## src/core/ppm_pkg.sv

```systemverilog
// Constants shared by the printer port pin mapping block.
// Notes on behaviour
// - select output is inverse of control bit 3.
// - reset output follows control bit 2 directly.
// - line advance output is inverse of bit 1.
// - latch pulse output is inverse of bit 0.
// - status bit 6 reads accepted input directly.
// - status bit 5 reads media-out input directly.
// - status bit 4 reads online input directly.
// - status bit 3 reads fault input directly.
// - pins may carry floppy drive functions instead.
package ppm_pkg;
  // Byte offsets of the registers on the bus.
  localparam logic [11:0] OFF_DATA  = 12'h000;
  localparam logic [11:0] OFF_STAT  = 12'h004;
  localparam logic [11:0] OFF_CTRL  = 12'h008;
  localparam logic [11:0] OFF_ISTAT = 12'h00C;
  localparam logic [11:0] OFF_IMASK = 12'h010;
  // Control register field positions.
  localparam int CTL_LATCH  = 0;
  localparam int CTL_LINE   = 1;
  localparam int CTL_RESET  = 2;
  localparam int CTL_SEL    = 3;
  localparam int CTL_DIR_IN = 5;
  localparam int CTL_FLOPPY = 6;
  // Status register field positions.
  localparam int ST_FAULT  = 3;
  localparam int ST_ONLINE = 4;
  localparam int ST_MEDIA  = 5;
  localparam int ST_ACK    = 6;
  localparam int ST_BUSY   = 7;
  // Event bit positions in interrupt status and mask, and their field width.
  localparam int EV_ACK   = 0;
  localparam int EV_FAULT = 1;
  localparam int EV_MEDIA = 2;
  localparam int EV_W     = 3;
  // Reset values.
  localparam logic [7:0] CTRL_RST  = 8'h04;
  localparam logic [7:0] DATA_RST  = 8'h00;
  localparam logic [2:0] IMASK_RST = 3'h0;
  // Only the spindle line of the data port is driven in floppy mode.
  localparam logic [7:0] PD_SPINDLE = 8'h40;
endpackage

```

## src/core/ppm_core.sv

```systemverilog
// Printer port standard-mode pin logic with an APB register slave.
//
// The placing of the registers and the APB interface to the registers were decided locally.
`timescale 1ns/1ps
module ppm_core
#(
  parameter int ADDR_W = 12          // Width of the APB address.
)
(
  input  wire logic              pclk,
  input  wire logic              presetn,
  input  wire logic              psel,
  input  wire logic              penable,
  input  wire logic              pwrite,
  input  wire logic [ADDR_W-1:0] paddr,
  input  wire logic [31:0]       pwdata,
  output logic      [31:0]       prdata,
  output logic                   pready,
  output logic                   pslverr,
  output logic                   irq,
  output logic                   device_select_out,
  output logic                   printer_reset_out,
  output logic                   line_advance_out,
  output logic                   data_latch_pulse,
  input  wire logic              printer_busy_in,
  output logic                   busy_pin_o,
  output logic                   busy_pin_oe,
  input  wire logic              printer_accepted_in,
  output logic                   accepted_pin_o,
  output logic                   accepted_pin_oe,
  input  wire logic              media_out_status,
  input  wire logic              printer_online_in,
  input  wire logic              fault_in,
  input  wire logic [7:0]        port_line_i,
  output logic      [7:0]        port_line_o,
  output logic      [7:0]        port_line_oe,
  input  wire logic              head_move_pulse,
  input  wire logic              seek_sense_out,
  input  wire logic              drive_sel_0,
  input  wire logic              drive_sel_1,
  input  wire logic              spindle_on_0,
  input  wire logic              spindle_on_1,
  output logic                   rotation_mark_in,
  output logic                   track_zero_in,
  output logic                   write_lock_in,
  output logic                   read_stream_in,
  output logic                   media_changed_in
);

  // The decoder compares address bits 11 to 2, so narrower buses fail.
  if (ADDR_W < 12)
  begin : g_chk
    $error("ADDR_W must be at least 12.");
  end

  // True when the low address bits select the given register word.
  function automatic logic hit(input logic [11:0] a,
                               input logic [11:0] off);
    hit = (a[11:2] == off[11:2]);
  endfunction

  // Register state.
  logic [7:0]  data_r;               // Host-written port data.
  logic [7:0]  ctl_r;                // Printer control register.
  logic [2:0]  istat_r;              // Sticky event bits.
  logic [2:0]  imask_r;              // Interrupt enables.
  logic [2:0]  istat_nxt;            // Next sticky event bits.
  logic        ack_q;                // Previous accepted level.
  logic        fault_q;              // Previous fault level.
  logic        media_q;              // Previous media-out level.
  logic        od_zero_r;            // Low level for open-drain pins.
  logic        pready_r;
  logic        pslverr_r;
  logic [31:0] prdata_r;

  // Bus decode; the access completes on its second cycle.
  wire logic [11:0] a12     = paddr[11:0];
  wire logic        acc     = psel & penable & ~pready_r;
  wire logic        done    = psel & penable & pready_r;
  wire logic        wr      = done & pwrite;
  wire logic        h_data  = hit(a12, ppm_pkg::OFF_DATA);
  wire logic        h_stat  = hit(a12, ppm_pkg::OFF_STAT);
  wire logic        h_ctrl  = hit(a12, ppm_pkg::OFF_CTRL);
  wire logic        h_istat = hit(a12, ppm_pkg::OFF_ISTAT);
  wire logic        h_imask = hit(a12, ppm_pkg::OFF_IMASK);
  wire logic        mapped  = h_data | h_stat | h_ctrl | h_istat
                              | h_imask;
  wire logic        floppy  = ctl_r[ppm_pkg::CTL_FLOPPY];

  // Live status byte; bits 2 to 0 read as zero.
  wire logic [7:0] stat_v = {~printer_busy_in,
                             printer_accepted_in,
                             media_out_status,
                             printer_online_in,
                             fault_in,
                             3'h0};

  // Read data selection; an unmapped address reads zero.
  wire logic [7:0] rd_v = h_data  ? data_r :
                          h_stat  ? stat_v :
                          h_ctrl  ? ctl_r  :
                          h_istat ? {5'h00, istat_r} :
                          h_imask ? {5'h00, imask_r} : 8'h00;

  // Events: accepted and fault falling, media-out rising.
  wire logic [2:0] ev = {media_out_status & ~media_q,
                         fault_q & ~fault_in,
                         ack_q & ~printer_accepted_in};
  wire logic [2:0] w1c = (wr & h_istat) ? pwdata[2:0] : 3'h0;

  // A set in the cycle of its clear wins, so no event is lost.
  assign istat_nxt = (istat_r & ~w1c) | ev;

  // Pin values in each mode, registered below.
  wire logic sel_v   = floppy ? head_move_pulse
                              : ~ctl_r[ppm_pkg::CTL_SEL];
  wire logic rst_v   = floppy ? seek_sense_out
                              : ctl_r[ppm_pkg::CTL_RESET];
  wire logic line_v  = floppy ? 1'b1
                              : ~ctl_r[ppm_pkg::CTL_LINE];
  wire logic latch_v = floppy ? drive_sel_0
                              : ~ctl_r[ppm_pkg::CTL_LATCH];

  // Data lines: driven from the register unless set to input; floppy mode drives only the spindle line, low.
  wire logic [7:0] pd_oe_v = floppy ?
                             (spindle_on_0 ? 8'h00 : ppm_pkg::PD_SPINDLE) :
                             (ctl_r[ppm_pkg::CTL_DIR_IN] ? 8'h00
                                                          : 8'hFF);
  wire logic [7:0] pd_o_v = floppy ? 8'h00 : data_r;

  // Bus handshake and read data; answer one cycle into access.
  always_ff @(posedge pclk or negedge presetn)
  begin
    if (!presetn)
    begin
      pready_r  <= 1'b0;
      pslverr_r <= 1'b0;
      prdata_r  <= 32'h0000_0000;
    end
    else
    begin
      pready_r  <= acc;
      pslverr_r <= acc & ~mapped;
      prdata_r  <= (acc & ~pwrite) ? {24'h00_0000, rd_v} : 32'h0000_0000;
    end
  end

  // Software registers; writes land on the completing edge.
  always_ff @(posedge pclk or negedge presetn)
  begin
    if (!presetn)
    begin
      data_r  <= ppm_pkg::DATA_RST;
      ctl_r   <= ppm_pkg::CTRL_RST;
      imask_r <= ppm_pkg::IMASK_RST;
    end
    else
    begin
      if (wr & h_data)
      begin
        data_r <= pwdata[7:0];
      end
      if (wr & h_ctrl)
      begin
        ctl_r <= pwdata[7:0];
      end
      if (wr & h_imask)
      begin
        imask_r <= pwdata[2:0];
      end
    end
  end

  // Event edge history and sticky status.
  always_ff @(posedge pclk or negedge presetn)
  begin
    if (!presetn)
    begin
      ack_q   <= 1'b1;
      fault_q <= 1'b1;
      media_q <= 1'b0;
      istat_r <= 3'h0;
      irq     <= 1'b0;
    end
    else
    begin
      ack_q   <= printer_accepted_in;
      fault_q <= fault_in;
      media_q <= media_out_status;
      istat_r <= istat_nxt;
      // The interrupt lags the sticky bit by one cycle.
      irq     <= |(istat_r & imask_r);
    end
  end

  // Printer and floppy pins, all from flip-flops.
  always_ff @(posedge pclk or negedge presetn)
  begin
    if (!presetn)
    begin
      device_select_out <= 1'b1;
      printer_reset_out <= 1'b0;
      line_advance_out  <= 1'b1;
      data_latch_pulse  <= 1'b1;
      port_line_o       <= 8'h00;
      port_line_oe      <= 8'h00;
      busy_pin_oe       <= 1'b0;
      accepted_pin_oe   <= 1'b0;
      od_zero_r         <= 1'b0;
    end
    else
    begin
      device_select_out <= sel_v;
      printer_reset_out <= rst_v;
      line_advance_out  <= line_v;
      data_latch_pulse  <= latch_v;
      port_line_o       <= pd_o_v;
      port_line_oe      <= pd_oe_v;
      // Open-drain floppy outputs only ever pull low.
      busy_pin_oe       <= floppy & ~spindle_on_1;
      accepted_pin_oe   <= floppy & ~drive_sel_1;
      od_zero_r         <= 1'b0;
    end
  end

  // Floppy inputs are held inactive high unless routed here.
  always_ff @(posedge pclk or negedge presetn)
  begin
    if (!presetn)
    begin
      rotation_mark_in <= 1'b1;
      track_zero_in    <= 1'b1;
      write_lock_in    <= 1'b1;
      read_stream_in   <= 1'b1;
      media_changed_in <= 1'b1;
    end
    else
    begin
      rotation_mark_in <= ~floppy | port_line_i[0];
      track_zero_in    <= ~floppy | port_line_i[1];
      write_lock_in    <= ~floppy | port_line_i[2];
      read_stream_in   <= ~floppy | port_line_i[3];
      media_changed_in <= ~floppy | port_line_i[4];
    end
  end

  assign prdata         = prdata_r;
  assign pready         = pready_r;
  assign pslverr        = pslverr_r;
  assign busy_pin_o     = od_zero_r;
  assign accepted_pin_o = od_zero_r;

  // Checks on the pin mapping and status readback.
  wire logic rd_stat = acc & ~pwrite & h_stat;

  property p_sel;
    @(posedge pclk) disable iff (!presetn)
    !floppy |=> device_select_out == !$past(ctl_r[3]);
  endproperty
  a_sel: assert property (p_sel)
    else $error("Select pin does not invert control bit 3.");

  property p_rst;
    @(posedge pclk) disable iff (!presetn)
    !floppy |=> printer_reset_out == $past(ctl_r[2]);
  endproperty
  a_rst: assert property (p_rst)
    else $error("Reset pin does not follow control bit 2.");

  property p_line;
    @(posedge pclk) disable iff (!presetn)
    !floppy |=> line_advance_out == !$past(ctl_r[1]);
  endproperty
  a_line: assert property (p_line)
    else $error("Line advance pin does not invert bit 1.");

  property p_latch;
    @(posedge pclk) disable iff (!presetn)
    !floppy |=> data_latch_pulse == !$past(ctl_r[0]);
  endproperty
  a_latch: assert property (p_latch)
    else $error("Latch pin does not invert bit 0.");

  property p_busy;
    @(posedge pclk) disable iff (!presetn)
    rd_stat |=> prdata[7] == !$past(printer_busy_in);
  endproperty
  a_busy: assert property (p_busy)
    else $error("Status bit 7 is not inverted busy.");

  property p_ack;
    @(posedge pclk) disable iff (!presetn)
    rd_stat |=> prdata[6] == $past(printer_accepted_in);
  endproperty
  a_ack: assert property (p_ack)
    else $error("Status bit 6 is not the accepted level.");

  property p_media;
    @(posedge pclk) disable iff (!presetn)
    rd_stat |=> prdata[5] == $past(media_out_status);
  endproperty
  a_media: assert property (p_media)
    else $error("Status bit 5 is not the media-out level.");

  property p_online;
    @(posedge pclk) disable iff (!presetn)
    rd_stat |=> prdata[4] == $past(printer_online_in) && pready;
  endproperty
  a_online: assert property (p_online)
    else $error("Status bit 4 is not the online level.");

  property p_fault;
    @(posedge pclk) disable iff (!presetn)
    rd_stat |=> prdata[3] == $past(fault_in) && prdata[2:0] == 3'h0;
  endproperty
  a_fault: assert property (p_fault)
    else $error("Status bit 3 is not the fault level.");

  property p_floppy;
    @(posedge pclk) disable iff (!presetn)
    floppy |=> data_latch_pulse == $past(drive_sel_0)
               && port_line_o == 8'h00;
  endproperty
  a_floppy: assert property (p_floppy)
    else $error("Floppy routing does not reach the pins.");

  property p_pd;
    @(posedge pclk) disable iff (!presetn)
    (!floppy && !ctl_r[5]) |=> port_line_oe == 8'hFF
                               && port_line_o == $past(data_r);
  endproperty
  a_pd: assert property (p_pd)
    else $error("Data lines are not driven from the register.");

  cover property (@(posedge pclk) disable iff (!presetn)
                  wr & h_ctrl);
  cover property (@(posedge pclk) disable iff (!presetn)
                  rd_stat ##1 pready);
  cover property (@(posedge pclk) disable iff (!presetn)
                  ev[0] ##2 irq);
endmodule

```

## config.mk

```make
export PLATFORM = sky130hd
export DESIGN_NAME = ppm_core
export DESIGN_NICKNAME = d
export VERILOG_FILES = /design/src/core/ppm_pkg.sv /design/src/core/ppm_core.sv
export SDC_FILE = /design/constraint.sdc
export NUM_CORES = 1
export LEC_CHECK = 0
export BUFFER_PORTS_ARGS = -buffer_cell sky130_fd_sc_hd__buf_2
export CORE_UTILIZATION = 25
export DETAILED_ROUTE_END_ITERATION = 12
export SYNTH_ARGS = -nofsm -noshare
export SYNTH_HDL_FRONTEND = slang
export SYNTH_SLANG_ARGS = --single-unit
```

## constraint.sdc

```tcl
create_clock -name pclk -period 2.5 [get_ports pclk]
set_input_delay 0.5 -clock pclk [delete_from_list [all_inputs] [get_ports pclk]]
set_output_delay 0.5 -clock pclk [all_outputs]
set_load 0.03 [all_outputs]
```

==> flow_metrics.py <==
metrics = {
    "outcome": {
        "status": "complete, no violations",
    },
    "pwr": {
        "power_leakage_nw": 1.62,
        "power-per-cell-area_nw_per_um2": 573,
        "peakVddDrop_mv": 0.270,
    },
    "worst_setup_path": {
        "cp_data_required_time_ns": 2.70,
        "critPathLaunch": "paddr[4]",
        "cp_top_family": "simple AND/OR/NAND/NOR gates",
        "worstPathArrival_ns": 2.18,
        "worst_setup_path_end_kind": "flop",
        "path_cells": "buf_2 -> or4_4 -> or4_4 -> mux2_4",
        "cpMostUsedCell": "or4_4",
        "path_max_fanout": 8,
        "start_kind": "primary input",
        "path_buf_inv": 1,
        "worstSetupPathDepth": 4,
        "crit_slowest_cell": "or4_4",
        "crit_type": "primary input to flop",
        "r2r-start": "pready",
        "reg2regPathDepth": 3,
        "max_stage_delay_ns": 0.66,
    },
    "yosys": {
        "synth_edf_count": 0,
        "ys_seq_area_share_pct": 56.3,
        "ys_top_cells_by_area": "dfrtp_1 45%, dfstp_2 11%, buf_4 9.4%",
        "synth_top_area_share_pct": 45.0,
        "syn_area_um2": 2560,
        "synth_top_area_cell": "dfrtp_1",
        "synth_cell_types": 35,
        "synth_flop_cell": "dfrtp_1",
        "async_flop_share_pct": 100,
        "ys_ff_latch": 57,
        "synth_warnings": 0,
        "avgSynthCellArea_um2": 12.3,
        "netlist_instances": 208,
    },
    "clock_network": {
        "path_clk_slew_ns": 0.06,
        "cts.sinks": 57,
        "cts_buffers": 9,
        "cts_tree": "built",
        "cts_buffer_depth": 2,
        "postCtsHoldBufs": 0,
        "htree_num_levels": 3,
        "clk_latency_ns": 0.32,
        "cts_setup_buffers": 0,
        "cts_root_buf": "clkbuf_8",
        "cts_resized": 0,
    },
    "finish": {
        "fin_util_pct": 31.9,
        "multi_input_area_um2": 898,
        "drive_gt1_share_pct": 44.0,
        "nets": 356,
        "fillers": 1016,
        "register_area_um2": 1440,
        "fin_cells": 426,
        "diodes": 0,
        "syn_to_final_growth_pct": 23.0,
    },
    "placement": {
        "pre_cts_ws_ns": 0.189,
        "hpwl_um": 4080,
        "place.gp.congestion": 0.767,
        "io_buffers": 76,
        "dp_cells": 410,
    },
    "sta": {
        "slew-limit-headroom_pct": 54.9,
        "setup_viol": 0,
        "period_needed_ns": 1.98,
        "final_min_period_over_clock_period_pct": 79.1,
        "finalSetupTns_ns": 0,
        "max_freq_mhz": 506,
        "rsz0062_at_grt": "no",
        "worst_slew_pin_slew_ns": 0.676,
        "hold_viol_final": 0,
        "slew_viol_final": 0,
        "setup_slack_ns": 0.523,
        "clock_skew_ns": 0.00710,
    },
    "die": {
        "die_area_um2": 10600,
        "io_pins": 132,
        "dieWidth_um": 103,
        "coreArea_um2": 9860,
        "row_count": 36,
        "die_y_um": 103,
        "initial_core_util_pct": 26.0,
    },
    "grt": {
        "grt_usage_pct": 10.6,
        "grt_max_degree": 30,
        "overflow": 0,
        "grt_pass1_wl_um": 8340,
        "antenna_found_initial": 0,
        "grt_pass1_vias": 1717,
    },
    "routing": {
        "vias": 1738,
        "antenna_left": 0,
        "wl_per_cell_um": 12.8,
        "dr.pass1.iters": 4,
        "route.detailed.drc": 0,
        "post_drt_via_cell_ratio": 4.08,
        "totalWireLength_um": 5460,
        "drt_iter0_drc": 63,
    },
    "min_path": {
        "min_path_type": "primary input to async pin",
    },
    "run": {
        "cap_viol_max_count": 0,
    },
}
per-layer routing:
layer  vias up  wire [um]  global-route usage, %
met5         -          0                      0
met4         0         62                   5.09
met3         6        370                   3.49
met2        75       2660                   17.4
met1       840       2370                   12.7
li1        817          -                      -
state kept, by name (all words and copies together), names as in the netlist, 2 cells and up:
signal        cells
ctl_r             8
data_r            8
imask_r           3
istat_r           3
port_line_o       8
port_line_oe      2
prdata            8
area by class of cell:
cell class	instances	area share [%]
Multi-Input combinational cell	128	28.5
Sequential cell	57	45.7
Clock buffer	16	5.09
Tap cell	133	5.29
Timing Repair Buffer	84	14.4
Inverter	8	0.954
cell usage in the layout, fill, tap and decap left out, drive strengths merged, types with 2 or more instances in the layout:
cell / instances
nor2b: 10
o22a: 3
nor4: 4
conb: 26
nor3: 6
nor2: 8
nand2: 9
clkbuf: 16
dfrtp: 46
buf: 84
o21bai: 3
o22ai: 3
dfstp: 11
o21ai: 2
nand3: 2
nand2b: 8
a2111oi: 3
or4: 3
mux2: 20
mux2i: 7
inv: 8
a21oi: 2
final timing paths:
kind                               endpoint  slack, ns
min in group pclk                   media_q       0.30
max in group asynchronous  line_advance_out       1.63
setup / recovery                  data_r[1]       0.52
hold reg to reg            line_advance_out       0.45
setup reg to reg                  data_r[1]       0.61
hold / removal                    prdata[7]       0.21
cells in the mapped netlist, types with 2 or more instances:
master,count
nor3_1,6
o21bai_1,3
or4_4,2
mux2_2,12
mux2_4,8
dfrtp_1,46
o22ai_1,3
nor2_1,8
nand3_1,2
o22a_1,3
nand2b_1,8
nor2b_1,10
a2111oi_0,3
o21ai_0,2
nand2_1,9
a21oi_1,2
mux2i_1,7
buf_4,32
inv_1,8
buf_6,2
dfstp_2,11
nor4_1,3
clkbuf_1,6
through the flow:
step	area [um^2]	power, mW	hold WS (ns)
finish	3150	1.80	0.209
global route	3150	1.90	0.250
CTS	3150	1.83	0.221
detailed placement	2990	1.11	0.452
global placement	2990	1.11	0.453
floorplan	2650	1.07	0.204
where the power goes:
group          total (mW)  switching [mW]  internal [mW]
logic               0.159           0.114         0.0446
clock network       0.712           0.322          0.390
registers           0.932         0.00239          0.930
cells by family (layout without fill, tap and decap cells):
family          after synthesis  in the layout  synth area share, %
buf+inv                      48            108                 12.3
compound gates               20             20                 5.87
other cells                   1             26                0.146
mux                          27             27                 12.7
simple gates                 55             55                 12.7
flops                        57             57                 56.3
No activity file was read; power rests on OpenSTA's default activity.
